### src/logic/trc_map.svh
// register offsets, field positions, reset values and timing figures of the tdi row combiner
`ifndef TRC_MAP_SVH
`define TRC_MAP_SVH
`define TRC_OFS_CTRL 8'h00
`define TRC_OFS_EXPO 8'h04
`define TRC_OFS_PERIOD 8'h08
`define TRC_OFS_STATUS 8'h0c
`define TRC_OFS_MEAS 8'h10
`define TRC_OFS_INTEG 8'h14
`define TRC_OFS_LINES 8'h18
`define TRC_CTRL_ACQ_EN 0
`define TRC_CTRL_TRIG_EXT 1
`define TRC_CTRL_SENSOR_4K 2
`define TRC_CTRL_SHORT_DLY 3
`define TRC_CTRL_MODE_LSB 4
`define TRC_CTRL_EXPO_LSB 6
`define TRC_CTRL_RST 8'h00
`define TRC_EXPO_RST 24'h000fa0
`define TRC_PERIOD_RST 24'h002710
`define TRC_CLK_NS 8
`define TRC_OVH_NS 3200
`define TRC_SHORT_NS 15000
`endif

### src/logic/trc_pkg.sv
// types shared by the tdi row combiner
package trc_pkg;
  typedef enum logic [1:0] {
    TRC_SINGLE = 2'b00,
    TRC_SUM = 2'b01,
    TRC_AVG = 2'b10
  } trc_mode_e;
  typedef enum logic [1:0] {
    TRC_EXP_TIMED = 2'b00,
    TRC_EXP_PROG = 2'b01,
    TRC_EXP_WIDTH = 2'b10
  } trc_expo_e;
  typedef enum logic {
    TRC_RD_ROW1 = 1'b0,
    TRC_RD_ROW2 = 1'b1
  } trc_rd_e;
endpackage

### src/logic/trc_row_combine.sv
// exposure timing and two-row combination of a dual-row tdi line sensor, ahb-lite register slave
// Operation
// - in summing operation one output line per trigger carries the per-pixel sum of both rows.
// - as an alternative the output line carries the per-pixel average of both rows.
// - a new exposure may integrate while readout of an earlier one is still running.
// - on the 4k sensor only one row is read at any time, never both together.
// - in programmable exposure modes the sensor pulse is shortened by the 3.2 us overhead.
// - in trigger-width mode the trigger pulse goes to the sensor unchanged.
// - on the 2k sensor both rows start and end exposure at the same moment.
// - on the 4k sensor row two is staggered by half the previous line period by default.
// - with the short option row two is delayed by a fixed 15 us instead.
// - effective integration time is the line period times two stages.
// - in single-row operation exactly one row is output per line trigger.
//
// Local design decisions: the register offsets and the AHB-Lite register port.
`timescale 1ns/1ps
`include "trc_map.svh"
module trc_row_combine #(
  parameter int PIX_W = 12,
  parameter int CW = 24
) (
  input wire logic hclk, // system clock
  input wire logic hresetn, // async reset, active low
  input wire logic ce, // clock enable, freezes state when low
  input wire logic hsel, // slave select
  input wire logic [7:0] haddr, // byte address
  input wire logic [1:0] htrans, // transfer type
  input wire logic hwrite, // write strobe
  input wire logic [2:0] hsize, // transfer size
  input wire logic [31:0] hwdata, // write data
  input wire logic hready, // bus ready
  output logic [31:0] hrdata, // read data
  output logic hreadyout, // slave ready
  output logic hresp, // response
  input wire logic external_line_trigger, // line trigger pin
  output logic row1_expose, // row one exposure pulse
  output logic row2_expose, // row two exposure pulse
  output logic [1:0] pix_row_sel, // rows being read, bit0 row one
  input wire logic pix_valid, // sensor pixel strobe
  input wire logic [PIX_W-1:0] pix_row1, // row one pixel
  input wire logic [PIX_W-1:0] pix_row2, // row two pixel
  input wire logic pix_last, // last pixel of line
  output logic out_valid, // output pixel strobe
  output logic [PIX_W-1:0] out_data, // output pixel
  output logic out_last // last pixel of output line
);
  import trc_pkg::*;

  localparam int OVH_CYC = `TRC_OVH_NS / `TRC_CLK_NS;
  localparam int SHORT_CYC = `TRC_SHORT_NS / `TRC_CLK_NS;
  localparam logic [CW-1:0] OVH = CW'(OVH_CYC);
  localparam logic [CW-1:0] SHORT = CW'(SHORT_CYC);
  localparam logic [CW-1:0] ONE = CW'(1);
  localparam logic [PIX_W:0] PMAX = {1'b0, {PIX_W{1'b1}}};

  // ==========================================================================
  // register bus
  logic [7:0] ctrl_reg;
  logic [CW-1:0] expo_reg;
  logic [CW-1:0] period_reg;
  logic [CW-1:0] meas_reg;
  logic [CW-1:0] lines_reg;
  logic [7:0] wa_reg;
  logic wr_reg;
  logic [31:0] rdata_reg;
  wire take = hsel && htrans[1] && hready;
  wire wr_ctrl = wr_reg && wa_reg == `TRC_OFS_CTRL;
  wire wr_expo = wr_reg && wa_reg == `TRC_OFS_EXPO;
  wire wr_period = wr_reg && wa_reg == `TRC_OFS_PERIOD;
  wire acq_en = ctrl_reg[`TRC_CTRL_ACQ_EN];
  wire trig_ext = ctrl_reg[`TRC_CTRL_TRIG_EXT];
  wire sel_4k = ctrl_reg[`TRC_CTRL_SENSOR_4K];
  wire short_dly = ctrl_reg[`TRC_CTRL_SHORT_DLY];
  wire trc_mode_e mode = trc_mode_e'(ctrl_reg[`TRC_CTRL_MODE_LSB +: 2]);
  wire trc_expo_e xmode = trc_expo_e'(ctrl_reg[`TRC_CTRL_EXPO_LSB +: 2]);
  wire [31:0] integ = {{(31-CW){1'b0}}, meas_reg, 1'b0};
  wire [31:0] status;
  wire [31:0] rd_mux =
    haddr == `TRC_OFS_CTRL ? {24'h0, ctrl_reg} :
    haddr == `TRC_OFS_EXPO ? {{(32-CW){1'b0}}, expo_reg} :
    haddr == `TRC_OFS_PERIOD ? {{(32-CW){1'b0}}, period_reg} :
    haddr == `TRC_OFS_STATUS ? status :
    haddr == `TRC_OFS_MEAS ? {{(32-CW){1'b0}}, meas_reg} :
    haddr == `TRC_OFS_INTEG ? integ :
    haddr == `TRC_OFS_LINES ? {{(32-CW){1'b0}}, lines_reg} : 32'h0;
  assign hreadyout = 1'b1;
  assign hresp = 1'b0;
  assign hrdata = rdata_reg;

  always_ff @(posedge hclk or negedge hresetn) begin
    if (!hresetn) begin
      wr_reg <= 1'b0;
      wa_reg <= 8'h00;
      rdata_reg <= 32'h0;
    end else if (ce) begin
      wr_reg <= take && hwrite;
      wa_reg <= haddr;
      rdata_reg <= (take && !hwrite) ? rd_mux : 32'h0;
    end
  end

  always_ff @(posedge hclk or negedge hresetn) begin
    if (!hresetn) begin
      ctrl_reg <= `TRC_CTRL_RST;
      expo_reg <= CW'(`TRC_EXPO_RST);
      period_reg <= CW'(`TRC_PERIOD_RST);
    end else if (ce) begin
      if (wr_ctrl) ctrl_reg <= hwdata[7:0];
      if (wr_expo) expo_reg <= hwdata[CW-1:0];
      if (wr_period) period_reg <= hwdata[CW-1:0];
    end
  end

  // ==========================================================================
  // trigger source
  logic trg_s1_reg;
  logic trg_s2_reg;
  logic trg_d_reg;
  logic [CW-1:0] tmr_reg;
  always_ff @(posedge hclk or negedge hresetn) begin
    if (!hresetn) begin
      trg_s1_reg <= 1'b0;
      trg_s2_reg <= 1'b0;
      trg_d_reg <= 1'b0;
      tmr_reg <= '0;
    end else if (ce) begin
      trg_s1_reg <= external_line_trigger;
      trg_s2_reg <= trg_s1_reg;
      trg_d_reg <= trg_s2_reg;
      tmr_reg <= (!acq_en || tmr_reg >= period_reg - ONE) ? '0 : tmr_reg + ONE;
    end
  end
  wire tmr_fire = acq_en && !trig_ext && tmr_reg == '0;
  wire ext_fire = acq_en && trig_ext && trg_s2_reg && !trg_d_reg;
  wire fire = tmr_fire || ext_fire;
  wire pw_mode = trig_ext && xmode == TRC_EXP_WIDTH;
  // sensor adds the overhead itself, so the drive pulse is shorter by that much
  wire [CW-1:0] prog_len = (expo_reg > OVH + ONE) ? expo_reg - OVH : ONE;

  // ==========================================================================
  // row one exposure and line period measure
  logic row1_on_reg;
  logic [CW-1:0] row1_cnt_reg;
  logic [CW-1:0] row1_len_reg;
  logic [CW-1:0] per_cnt_reg;
  wire row1_start = pw_mode ? (acq_en && trg_s2_reg && !row1_on_reg) : (fire && !row1_on_reg);
  wire row1_stop = pw_mode ? !(acq_en && trg_s2_reg) : row1_cnt_reg == ONE;
  always_ff @(posedge hclk or negedge hresetn) begin
    if (!hresetn) begin
      row1_on_reg <= 1'b0;
      row1_cnt_reg <= '0;
      row1_len_reg <= '0;
      per_cnt_reg <= '0;
      meas_reg <= '0;
    end else if (ce) begin
      per_cnt_reg <= row1_start ? ONE : per_cnt_reg + ONE;
      if (row1_start) meas_reg <= per_cnt_reg;
      if (row1_start) begin
        row1_on_reg <= 1'b1;
        row1_cnt_reg <= prog_len;
      end else if (row1_on_reg && row1_stop) begin
        row1_on_reg <= 1'b0;
        row1_len_reg <= row1_cnt_reg;
      end else if (row1_on_reg) begin
        row1_cnt_reg <= row1_cnt_reg - ONE;
      end
    end
  end
  // in width mode the counter runs down from prog_len, so the length seen is prog_len minus the count left, plus one
  wire [CW-1:0] row1_width = pw_mode ? prog_len - row1_len_reg + ONE : prog_len;

  // ==========================================================================
  // row two staggered exposure on the 4k sensor
  logic dly_on_reg;
  logic [CW-1:0] dly_cnt_reg;
  logic row2_on_reg;
  logic [CW-1:0] row2_cnt_reg;
  // the running start-to-start count is the period that has just ended, not the stale measurement
  wire [CW-1:0] half = (per_cnt_reg > ONE) ? {1'b0, per_cnt_reg[CW-1:1]} : ONE;
  wire [CW-1:0] dly_load = short_dly ? SHORT : half;
  always_ff @(posedge hclk or negedge hresetn) begin
    if (!hresetn) begin
      dly_on_reg <= 1'b0;
      dly_cnt_reg <= '0;
      row2_on_reg <= 1'b0;
      row2_cnt_reg <= '0;
    end else if (ce) begin
      if (row1_start && sel_4k) begin
        dly_on_reg <= 1'b1;
        dly_cnt_reg <= dly_load;
      end else if (dly_on_reg) begin
        dly_cnt_reg <= dly_cnt_reg - ONE;
        dly_on_reg <= dly_cnt_reg != ONE;
      end
      if (dly_on_reg && dly_cnt_reg == ONE) begin
        row2_on_reg <= 1'b1;
        row2_cnt_reg <= (row1_width > '0) ? row1_width : ONE;
      end else if (row2_on_reg) begin
        row2_cnt_reg <= row2_cnt_reg - ONE;
        row2_on_reg <= row2_cnt_reg != ONE;
      end
    end
  end
  assign row1_expose = row1_on_reg;
  assign row2_expose = sel_4k ? row2_on_reg : row1_on_reg;

  // ==========================================================================
  // readout and row combination, independent of the exposure logic
  trc_rd_e ph_reg;
  logic [PIX_W-1:0] hold_reg;
  logic [PIX_W-1:0] odata_reg;
  logic ovalid_reg;
  logic olast_reg;
  wire dual = mode != TRC_SINGLE;
  wire [PIX_W-1:0] rowa = sel_4k ? hold_reg : pix_row1;
  wire [PIX_W:0] sum = {1'b0, rowa} + {1'b0, pix_row2};
  wire [PIX_W-1:0] sat = (sum > PMAX) ? {PIX_W{1'b1}} : sum[PIX_W-1:0];
  wire [PIX_W-1:0] avg = sum[PIX_W:1];
  wire [PIX_W-1:0] comb = (mode == TRC_AVG) ? avg : sat;
  wire emit = pix_valid && (!dual || !sel_4k || ph_reg == TRC_RD_ROW2);
  assign pix_row_sel = !dual ? 2'b01 : !sel_4k ? 2'b11 : (ph_reg == TRC_RD_ROW2 ? 2'b10 : 2'b01);

  always_ff @(posedge hclk or negedge hresetn) begin
    if (!hresetn) begin
      ph_reg <= TRC_RD_ROW1;
      hold_reg <= '0;
      odata_reg <= '0;
      ovalid_reg <= 1'b0;
      olast_reg <= 1'b0;
      lines_reg <= '0;
    end else if (ce) begin
      ovalid_reg <= emit;
      olast_reg <= emit && pix_last;
      if (emit) odata_reg <= dual ? comb : pix_row1;
      if (emit && pix_last) lines_reg <= lines_reg + ONE;
      case (ph_reg)
        TRC_RD_ROW1: begin
          if (pix_valid && dual && sel_4k) begin
            hold_reg <= pix_row1;
            ph_reg <= TRC_RD_ROW2;
          end
        end
        TRC_RD_ROW2: begin
          if (pix_valid || !dual || !sel_4k) ph_reg <= TRC_RD_ROW1;
        end
        default: ph_reg <= TRC_RD_ROW1;
      endcase
    end
  end
  assign out_valid = ovalid_reg;
  assign out_data = odata_reg;
  assign out_last = olast_reg;
  assign status = {28'h0, ph_reg, dly_on_reg, row2_expose, row1_expose};
endmodule

### config.mk
export PLATFORM = sky130hd
export DESIGN_NAME = trc_row_combine
export DESIGN_NICKNAME = d
export VERILOG_FILES = /design/src/logic/trc_pkg.sv /design/src/logic/trc_row_combine.sv
export VERILOG_INCLUDE_DIRS = /design/src /design/src/logic
export SDC_FILE = /design/constraint.sdc
export NUM_CORES = 1
export LEC_CHECK = 0
export BUFFER_PORTS_ARGS = -buffer_cell sky130_fd_sc_hd__buf_2
export CELL_PAD_IN_SITES_DETAIL_PLACEMENT = 0
export CELL_PAD_IN_SITES_GLOBAL_PLACEMENT = 1
export CORE_UTILIZATION = 45
export DETAILED_ROUTE_END_ITERATION = 10
export MAX_ROUTING_LAYER = met4
export PLACE_DENSITY_LB_ADDON = 0.15
export SYNTH_ARGS = -nofsm -noshare
export SYNTH_HDL_FRONTEND = slang
export SYNTH_SLANG_ARGS = --single-unit
### constraint.sdc
create_clock -name hclk -period 9.9 [get_ports hclk]
set_clock_uncertainty 0.2 [all_clocks]
set_input_delay 0.495 -clock hclk [delete_from_list [all_inputs] [get_ports hclk]]
set_output_delay 0.495 -clock hclk [all_outputs]
set_load 0.05 [all_outputs]
==> results of run 1 <==
## path summary, 6_finish.rpt
check                         startpoint               to  cells after the start
max                         expo_reg[12]  row2_cnt_reg[0]                     19
max reg2reg                 expo_reg[12]  row2_cnt_reg[0]                     19
max in group asynchronous        hresetn  dly_cnt_reg[18]                      4
min reg2reg                lines_reg[23]    lines_reg[23]                      1
min                           hwdata[22]   period_reg[22]                      2
min in group asynchronous        hresetn       tmr_reg[5]                      2
## area by class of cell
cell class,instances,area [um2],share of cell area (%)
Multi-Input combinational cell,1622,10900,49.0
Sequential cell,315,7900,35.5
Clock buffer,54,1100,4.95
Timing Repair Buffer,163,1040,4.69
Tap cell,577,722,3.25
Inverter,78,293,1.32
Clock inverter,17,290,1.30
## repair_timing
item                                   CTS  global route
resized for setup                        0             0
endpoints found under the hold margin  148             0
hold buffers                            32             0
## synthesized netlist by cell type (all sizes together), types with 10 or more instances
cell / number
dfrtp: 304
nor2: 211
o21ai: 188
nand2: 150
mux2: 140
a21oi: 123
ha: 96
clkbuf: 80
inv: 78
nor3: 72
nand3: 60
xor2: 58
xnor2: 55
nor4: 31
a21o: 29
nand4: 27
and3: 24
or3: 23
buf: 22
mux2i: 22
a22oi: 21
or4: 19
a221oi: 18
o22ai: 18
o2bb2ai: 18
a211oi: 16
a31oi: 15
o31ai: 15
and2: 13
or2: 13
nand2b: 12
dfstp: 11
nor2b: 11
and4: 10
o22a: 10
## cells by family after synthesis
| family | count (synthesis) | share of synthesized area (%) |
|---|---|---|
| other | 2 | 0.0386 |
| buffers and inverters | 180 | 3.66 |
| AO/OA/AOI/OAI | 542 | 17.5 |
| adder cells (fa/ha/maj) | 98 | 6.38 |
| flip-flops | 315 | 40.6 |
| multiplexers | 162 | 9.23 |
| AND/OR/NAND/NOR | 698 | 17.6 |
| XOR/XNOR | 113 | 5.09 |
## stage by stage
| step | utilization, % | cells | total power [mW] | hold WS (ns) |
|---|---|---|---|---|
| 2_1_floorplan | - | 2117 | 1.89 | -0.000591 |
| 3_3_place_gp | 48.5 | 2723 | 2.08 | 0.256 |
| 3_5_place_dp | 48.5 | 2723 | 2.09 | 0.260 |
| 4_1_cts | 52.6 | 2826 | 3.66 | 0.000891 |
| 5_1_grt | 52.6 | 2826 | 3.80 | 0.0127 |
| 6_report | 52.6 | 2826 | 3.63 | 0.0272 |
## per-layer routing
metal / vias to the layer above / global-route usage [%] / wire, um
li1: 7918 / - / -
met2: 428 / 43.2 / 26700
met5: - / - / 0
met3: 109 / 2.88 / 2710
met1: 8137 / 37.4 / 26900
met4: 0 / 9.41 / 1770
## power by group
group          total (mW)  switching, mW  leakage [nW]  internal [mW]
registers            1.46         0.0964          4.19           1.36
clock network        1.54          0.600         0.669          0.944
logic               0.623          0.380          5.49          0.243
==> metrics, run 1 <==
cell with the largest stage delay on the worst path=or4_1; final setup violation count=0; Buf/Inv on CP=2; Worst VDD drop=0.127 mV; clock sink count=315; max-slew violations=0; area overhead of the layout relative to synthesis=14.3%; cell occurring most often along the worst timing path=or4_1; setup repair after global routing missed its margin=false; count of nets after finishing=2395; critical path fanouts, max=9; number of placement rows=75; Final ANT Viol Nets=0; async set or reset register ratio after synthesis=100%; number of storage elements in the synthesis netlist=315; area of the core region=42300 um2; Residual DRC=0; Fin. Hold Viols=0; number of warnings reported in the yosys synthesis log=0; Max Buffers Root-to-Sink=3; Crit path required time=10.19 ns; clock network latency to the later pin of the worst-skew pair=0.58 ns; Critical Path AT=6.90 ns; max_cap viols=0; slew at the pin closest to its max-slew limit=1.22 ns; vias in the first global route=16319; number of antenna repair diodes=0; width of the die=210 um; Primary FF master, synth=dfrtp_1; pwr dens=163 nW/um2; die outline area=44100 um2; area fraction of the dominant cell type after synthesis=39.1%; crit-path cells=nor4_1 -> nand2_1 -> or4_1 -> nand2_1 -> ha_1 -> inv_1 -> ha_1 -> inv_1 -> fa_1 -> nand2b_1 -> a21o_1 -> a2111oi_0 -> o31a_1 -> o31ai_1 -> or4_1 -> nor4_1 -> nand4_1 -> or4_1 -> o21ai_1; TritonCTS clock tree=done; DR WL/cell=20.5 um; IO Count=130; count of buffers from port buffering=108; Startpoint Class=flop; Setup Buffers After CTS=0; CTS H-Tree Depth=2; setup slack, reg-to-reg=3.30 ns; drt total wl=58.0 mm; CTS root buffer=clkbuf_16; final instance area=22200 um2; Mapped Avg Cell Area=9.22 um2; vias per cell=5.87; worst slew slack as a fraction of its limit=18.1%; cell taking the most area after synthesis=dfrtp_1; instance area at placement=20500 um2; Cell variety after synth=76; post-synth design cell area=19500 um2; crit path capture type=flop; flip-flop count of the largest register, all copies and words added=25; number of antenna violations at the first check in global routing=0; DR iter-0 viols=1178; Clk pin slew, worst setup/hold paths=0.06 ns; number of enable flip-flop cells after synthesis=0; global routing usage summed across all routing layers=27.6%; effective utilization at floorplan=46.0%; height of the die=210 um; largest net degree at the start of global routing=110; commonest non-fill, non-tap cell in the layout=dfrtp_1; number of fill cells in the layout=3927; setup TNS=0 ns; delay of the slowest cell on the worst path=0.79 ns; routability-driven placement congestion ratio=0.906; Post-Place Setup Slack=3.36 ns; status=completed; number of standard cells after synthesis=2110; time the worst path needs with I/O delays and setup=6.60 ns; worst hold path class=input port to flop; fraction of the yosys area taken by sequential cells=40.6%; Pre-antenna DRT Iters=5; commonest non-fill, non-tap cells in the layout=dfrtp_1, nor2_1, o21ai_0, nand2_1, mux2_2; static leakage=10.3 nW; wire length of the first global-routing pass=92.5 mm; achievable frequency=151 MHz; ranking of synthesized cells by area=dfrtp_1, mux2_2, ha_1, o21ai_0, nor2_1; remaining global-route overflow=0; estimated wirelength of the detail-placed design=42.5 mm; Via Count=16592; dominant delay contributor by cell family on the critical path=simple AND/OR/NAND/NOR gates; setup ws final=3.30 ns; clock buffer count from CTS=39; fraction of final layout cells sized beyond drive strength 1=16.5%; part of the cycle the worst path needs=66.7%; Worst Path Class, Setup=flop to flop
Power figures use the tool's default switching activity.
==> run 2, diff against run 1 <==
--- a/config.mk
+++ b/config.mk
@@ -6,10 +6,11 @@
 export SDC_FILE = /design/constraint.sdc
 export NUM_CORES = 1
 export LEC_CHECK = 0
+export ABC_AREA = 1
 export BUFFER_PORTS_ARGS = -buffer_cell sky130_fd_sc_hd__buf_2
 export CELL_PAD_IN_SITES_DETAIL_PLACEMENT = 0
 export CELL_PAD_IN_SITES_GLOBAL_PLACEMENT = 1
-export CORE_UTILIZATION = 45
+export CORE_UTILIZATION = 41
 export DETAILED_ROUTE_END_ITERATION = 10
 export MAX_ROUTING_LAYER = met4
 export PLACE_DENSITY_LB_ADDON = 0.15
==> constraint.sdc (replaced) <==
create_clock -name hclk -period 5.95 [get_ports hclk]
set_clock_uncertainty 0.2 [all_clocks]
set_input_delay 0.2975 -clock hclk [delete_from_list [all_inputs] [get_ports hclk]]
set_output_delay 0.2975 -clock hclk [all_outputs]
set_load 0.05 [all_outputs]
==> run 2 against run 1 <==
  * Worst setup slack worse by 2.1 ns
  * Sequential power rose by 81%
  * Die area is 17% higher
  * Critical path depth rose by 6
  * Area after synthesis is 6.8% higher
  * Final cell count grew 31%
  * Worst hold slack improved by 0.014 ns
  * Flip-flop and latch count unchanged
  * Wire length rose by 14%
  * Synthesized cell count is 36% higher
  * Total power grew 89%
  * Core utilization shrank 5.2 points
  * Critical endpoint unchanged
==> metrics, run 2 <==
worst r2r path cells=25 (+6); uppermost layer routed=met4; Primary FF master, synth=dfrtp_1; dominant cell by count in the synthesized netlist=nand2_1; Met2 Routed Length=29.8 mm (+11%); total chip power=6.86 mW (+89%); crit path capture type=flop; delay of the slowest cell on the worst path=0.58 ns (-0.21 ns); drt total wl=66.0 mm (+14%); total area of multi-input combinational cells=11000 um2 (+0.56%); async set or reset register ratio after synthesis=100% (unchanged); Routed met1 length=31.5 mm (+17%); DR iter-0 viols=1396 (+19%); DR WL/cell=17.8 um (-13%); max-slew violations=0 (unchanged); remaining global-route overflow=0 (unchanged); TritonCTS clock tree=done; commonest cells in the netlist=nand2_1, inv_1, dfrtp_1; fraction of final layout cells sized beyond drive strength 1=8.16% (-8.3 points); Mapped Avg Cell Area=7.24 um2 (-22%); area fraction of the dominant cell type after synthesis=36.6% (-2.5 points); wire length of the first global-routing pass=104 mm (+13%); number of storage elements in the synthesis netlist=315 (unchanged); estimated wirelength of the detail-placed design=49.3 mm (+16%); fraction of the yosys area taken by sequential cells=38.0% (-2.6 points); cell count of the worst hold path=5 (+3); Residual DRC=0 (unchanged); worst hold path class=input port to flop; Max Buffers Root-to-Sink=3 (unchanged); vias per cell=5.26 (-10%); number of antenna repair diodes=0 (unchanged); status=completed; Register Area=7900 um2 (unchanged); area overhead of the layout relative to synthesis=14.1%; slew at the pin closest to its max-slew limit=1.09 ns (-0.126 ns); die outline area=51600 um2 (+17%); commonest non-fill, non-tap cell in the layout=nand2_1; cell taking the most area after synthesis=dfrtp_1; pwr dens=289 nW/um2 (+77%); number of enable flip-flop cells after synthesis=0 (unchanged); max_cap viols=0 (unchanged); clock sink count=315 (unchanged); height of the die=227 um (+8.2%); number of cells on the critical path=25 (+6); clock network latency to the later pin of the worst-skew pair=0.56 ns (-0.02 ns); number of warnings reported in the yosys synthesis log=0 (unchanged); Worst Path Class, Setup=flop to flop; IO Count=130 (unchanged); setup TNS=0 ns (unchanged); vias in the first global route=18677 (+14%); Crit path required time=6.20 ns (-3.99 ns); count of nets after finishing=3173 (+32%); static leakage=11.9 nW (+15%); setup repair after global routing missed its margin=false; dominant delay contributor by cell family on the critical path=simple AND/OR/NAND/NOR gates; Via Count=19452 (+17%); number of fill cells in the layout=5177 (+32%); ranking of synthesized cells by area=dfrtp_1, nand2_1, o21ai_0, inv_1, ha_1; quantity of hold-fixing buffers added after cts=51 (+59%); Critical Path AT=4.96 ns (-1.94 ns); Clk pin slew, worst setup/hold paths=0.06 ns (about the same); CTS root buffer=clkbuf_16; Worst VDD drop=0.260 mV (+110%); number of antenna violations at the first check in global routing=0 (unchanged); commonest non-fill, non-tap cells in the layout=nand2_1, inv_1, dfrtp_1, o21ai_0, nor2_1; cell occurring most often along the worst timing path=nand2_1; number of standard cells after synthesis=2872 (+36%); cell with the largest stage delay on the worst path=dfstp_2; post-synth design cell area=20800 um2 (+6.8%); Pre-antenna DRT Iters=5 (unchanged); Final ANT Viol Nets=0 (unchanged); global routing usage summed across all routing layers=26.8% (-0.74 points); width of the die=227 um (+8.2%); critical path fanouts, max=26 (+17); part of the cycle the worst path needs=79.2% (+12 points); Core Util, Final=47.4% (-5.2 points); worst slew slack as a fraction of its limit=26.8% (+8.8 points); Cell variety after synth=61 (-20%); count of buffers from port buffering=108 (unchanged); Fin. Hold Viols=0 (unchanged); clock buffer count from CTS=39 (unchanged); final setup violation count=0 (unchanged); cells resized by post-CTS repair=0 (unchanged); Startpoint Class=flop; time the worst path needs with I/O delays and setup=4.71 ns (-1.89 ns); achievable frequency=212 MHz (+40%); number of placement rows=82 (+9.3%); Buf/Inv on CP=3 (+1); effective utilization at floorplan=41.5% (-4.5 points); largest net degree at the start of global routing=149 (+35%); amount of wire on met3 after detailed routing=3.08 mm (+14%); Setup Buffers After CTS=0 (unchanged); CTS H-Tree Depth=2 (unchanged); routability-driven placement congestion ratio=0.914 (+0.88%); flip-flop count of the largest register, all copies and words added=25 (unchanged); area of the core region=50100 um2 (+18%)
run 2: changes by cell type after synthesis, moves of 22 or more:
cell	change
nand2_1	+542
xnor2_1	-30
o21ai_0	+112
mux2i_1	-22
nand4_1	+22
or3_1	-23
inv_1	+315
nand3_1	+94
nor2_1	+57
a21o_1	-26
xor2_1	+41
mux2_2	-139
run 2: worst paths after layout:
kind                          startpoint         endpoint  slack, ns
hold / removal              pix_row2[11]     out_data[11]       0.04
setup / recovery             expo_reg[5]  row2_cnt_reg[0]       1.24
min in group asynchronous        hresetn       tmr_reg[5]       0.20
setup reg to reg             expo_reg[5]  row2_cnt_reg[0]       1.24
hold reg to reg            lines_reg[23]    lines_reg[23]       0.27
max in group asynchronous        hresetn     expo_reg[17]       3.86
run 2: metal layers:
metal,vias up,global-route usage (%)
li1,9623,-
met1,9251,37.4
met2,481,41.0
met3,97,3.05
met4,0,7.62
met5,-,-
run 2: layout make-up:
cell class / instances / area share [%]
clock buffers: 57 / 4.96
clock inverters: 13 / 0.596
inverters: 405 / 6.42
multi-input cells: 2062 / 46.2
flip-flops and latches: 315 / 33.3
well taps: 672 / 3.54
repair buffers: 174 / 5.00
run 2: logic make-up after synthesis:
| group | share of synthesized area (%) |
|---|---|
| AO/OA/AOI/OAI | 14.9 |
| XOR/XNOR | 5.22 |
| adder cells (fa/ha/maj) | 5.97 |
| buffers and inverters | 9.49 |
| flip-flops | 38.0 |
| multiplexers | 0.0542 |
| other | 0.0361 |
| AND/OR/NAND/NOR | 26.3 |
run 2: report_power, final:
part           total (mW)  switching, mW  internal [mW]
clock network        2.46          0.993           1.46
logic                1.76           1.16          0.599
registers            2.64          0.269           2.37
total                6.86           2.42           4.44
run 2: worst reg2reg max path: stages (launching register included):
cell     delay, ns
dfstp_2       0.58
inv_1         0.09
ha_1          0.20
nand2_1       0.06
a21oi_1       0.05
nand2_1       0.08
nand2_1       0.06
nand2_2       0.36
inv_1         0.19
nor2_1        0.25
ha_1          0.31
ha_1          0.32
nand2_1       0.08
a21oi_1       0.34
nand3_1       0.16
nand3_1       0.17
inv_1         0.05
o21ai_0       0.36
or2_2         0.19
nand3_1       0.07
nand2_1       0.14
nor2_1        0.05
nand3_1       0.09
nand2_1       0.06
nand2_1       0.05
nand2_1       0.04
run 2: stage by stage:
stage | worst slack (ns) | hold slack, ns | area [um2] | instances
final | 1.24 | 0.0414 | 23700 | 3698
after CTS | 1.34 | 0.00684 | 23700 | 3698
after floorplan | 2.35 | -0.198 | 20800 | 2879
after global routing | 0.830 | 0.0770 | 23700 | 3698
after detailed placement | 1.37 | 0.229 | 21900 | 3577
after global placement | 1.41 | 0.229 | 21900 | 3577
==> run 3, diff against run 2 <==
--- a/config.mk
+++ b/config.mk
@@ -10,7 +10,7 @@
 export BUFFER_PORTS_ARGS = -buffer_cell sky130_fd_sc_hd__buf_2
 export CELL_PAD_IN_SITES_DETAIL_PLACEMENT = 0
 export CELL_PAD_IN_SITES_GLOBAL_PLACEMENT = 1
-export CORE_UTILIZATION = 41
+export CORE_UTILIZATION = 45
 export DETAILED_ROUTE_END_ITERATION = 10
 export MAX_ROUTING_LAYER = met4
 export PLACE_DENSITY_LB_ADDON = 0.15
==> constraint.sdc (replaced) <==
create_clock -name hclk -period 4.7 [get_ports hclk]
set_clock_uncertainty 0.2 [all_clocks]
set_input_delay 0.235 -clock hclk [delete_from_list [all_inputs] [get_ports hclk]]
set_output_delay 0.235 -clock hclk [all_outputs]
set_load 0.05 [all_outputs]
==> run 3 against run 2 <==
  * Global-route usage is 1.5 points higher
  * Via count grew 0.65%
  * Core utilization up 5.1 points
  * Cell area up 0.55%
  * Critical endpoint unchanged
  * Largest cell class unchanged
==> metrics, run 3 (same netlist as run 2, synthesis figures left out) <==
count of buffers from port buffering=108 (unchanged); Pre-antenna DRT Iters=6 (+1); max-slew violations=0 (unchanged); global routing usage summed across all routing layers=28.4% (+1.5 points); Core Util, Final=52.5% (+5.1 points); part of the cycle the worst path needs=91.8% (+13 points); number of placement rows=78 (-4.9%); worst r2r path cells=27 (+8.0%); largest net degree at the start of global routing=124 (-17%); commonest non-fill, non-tap cell in the layout=nand2_1; achievable frequency=232 MHz (+9.2%); clock sink count=315 (unchanged); TritonCTS clock tree=done; Crit path required time=5.00 ns (-1.20 ns); critical register-to-register path startpoint=expo_reg[5]; height of the die=217 um (-4.5%); area overhead of the layout relative to synthesis=14.8%; time the worst path needs with I/O delays and setup=4.32 ns (-0.396 ns); flip-flop count of the largest register, all copies and words added=25 (unchanged); setup slack, reg-to-reg=0.38 ns (-0.85 ns); count of nets after finishing=3196 (+0.72%); Max Buffers Root-to-Sink=3 (unchanged); terminus of the critical flop-to-flop path=row2_cnt_reg[0]; area of the core region=45500 um2 (-9.2%); fraction of final layout cells sized beyond drive strength 1=8.79% (+0.63 points); Buf/Inv on CP=3 (unchanged); number of antenna repair diodes=0 (unchanged); effective utilization at floorplan=45.7% (+4.2 points); status=completed; remaining global-route overflow=0 (unchanged); clock buffer count from CTS=38 (-2.6%); Worst VDD drop=0.281 mV (+8.1%); pwr dens=366 nW/um2 (+27%); dominant delay contributor by cell family on the critical path=simple AND/OR/NAND/NOR gates; DR WL/cell=17.5 um (-2.0%); Via Count=19579 (+0.65%); number of antenna violations at the first check in global routing=1 (+1); delay of the slowest cell on the worst path=0.58 ns (about the same); critical path fanouts, max=5 (-81%); Final ANT Viol Nets=0 (unchanged); final instance area=23900 um2 (+0.55%); Fin. Hold Viols=0 (unchanged); setup TNS=0 ns (unchanged); number of fill cells in the layout=4505 (-13%); switching power total=3.04 mW (+25%); switching power as a share of total power=34.7% (-0.55 points); cell occurring most often along the worst timing path=nand2_1; estimated wirelength of the detail-placed design=47.8 mm (-3.1%); static leakage=12.0 nW (+1.0%); Worst Setup SP=expo_reg[5]; clock share of power=36.3% (+0.5 points); wire length of the first global-routing pass=103 mm (-1.2%); die outline area=47100 um2 (-8.8%); Startpoint Class=flop; max_cap viols=0 (unchanged); worst slew slack as a fraction of its limit=35.3% (+8.4 points); drt total wl=63.8 mm (-3.3%); IO Count=130 (unchanged); endpoint of the most critical setup path=row2_cnt_reg[0]; vias in the first global route=18942 (+1.4%); worst hold path class=input port to flop; Clk pin slew, worst setup/hold paths=0.06 ns (about the same); CTS root buffer=clkbuf_16; number of cells on the critical path=27 (+8.0%); Flop pwr share=38.3% (-0.2 points); slew at the pin closest to its max-slew limit=0.971 ns (-0.124 ns); Critical Path AT=4.61 ns (-0.35 ns); final setup violation count=0 (unchanged); routability-driven placement congestion ratio=0.953 (+4.3%); instance area at placement=21900 um2 (about the same); Worst Path Class, Setup=flop to flop; logic gate share of total power=25.4% (-0.2 points); Residual DRC=0 (unchanged); clock network latency to the later pin of the worst-skew pair=0.58 ns (+0.02 ns); crit path capture type=flop; DR iter-0 viols=1485 (+6.4%); Internal=5.70 mW (+29%); width of the die=217 um (-4.5%); vias per cell=5.37 (+2.0%); cell with the largest stage delay on the worst path=dfstp_2; commonest non-fill, non-tap cells in the layout=nand2_1, inv_1, dfrtp_1, o21ai_0, nor2_1; CTS H-Tree Depth=2 (unchanged)
run 3: cell count changes in the layout (fill, tap and decap cells not counted), sizes merged:
cell and change:
buf +17, bufinv +3, clkbuf -3, clkinvlp -1
dlygate4sd3 +7
run 3: per-layer routing:
metal  vias to the layer above  GRT usage, %  wire, um
li1                       9683             -         -
met5                         -             -         0
met1                      9253          38.9     29600
met2                       535          43.4     28600
met4                         0          9.34      1940
met3                       108          3.66      3640
run 3: power by group through the flow:
stage          Combinational [mW]  Sequential, mW  Clock (mW)
2_1_floorplan                1.56            3.33           0
3_3_place_gp                 2.13            3.37           0
3_5_place_dp                 2.16            3.38           0
4_1_cts                      2.22            3.34        3.23
5_1_grt                      2.55            3.39        3.33
6_report                     2.22            3.34        3.17
run 3: tightest hold or removal path: stages:
cell and delay (ns):
buf_2 0.09, ha_1 0.12, o22ai_1 0.07, nand2_1 0.07, o211ai_1 0.09, nand2_1 0.07
run 3: area by class of cell:
cell class,instances,area (um2),share of cell area (%)
tap,600,751,3.15
timing repair buffer,198,1380,5.80
multi-input combinational,2062,11000,46.0
inverter,405,1520,6.38
clock buffer,54,1100,4.62
clock inverter,15,224,0.939
sequential,315,7900,33.1
run 3: metrics by stage:
stage / hold WS [ns] / instances / total power [mW] / worst slack [ns]
after floorplan: -0.261 / 2879 / 4.89 / 1.10
after global placement: 0.220 / 3520 / 5.51 / 0.400
after detailed placement: 0.223 / 3520 / 5.55 / 0.381
after CTS: 0.00114 / 3647 / 8.79 / 0.334
after global routing: 0.0557 / 3649 / 9.27 / -0.0116
final: 0.0234 / 3649 / 8.74 / 0.385
run 3: worst min-delay path by stage:
stage,start,endpoint,slack (ns),cells after the start
after global routing,pix_row2[0],out_data[0],0.06,6
after global placement,hresetn,tmr_reg[11],0.22,1
after detailed placement,hresetn,tmr_reg[11],0.22,1
after CTS,pix_row2[0],out_data[0],0.001,6
after floorplan,hresetn,ctrl_reg[0],-0.26,0
final,pix_row2[0],out_data[0],0.02,6
run 3: repair_timing:
item                                   in CTS  in global routing
setup buffers                               0                  2
setup endpoints to repair                   0                  1
gates resized for setup                     0                  6
hold buffers                               58                  0
endpoints found under the hold margin     227                  0
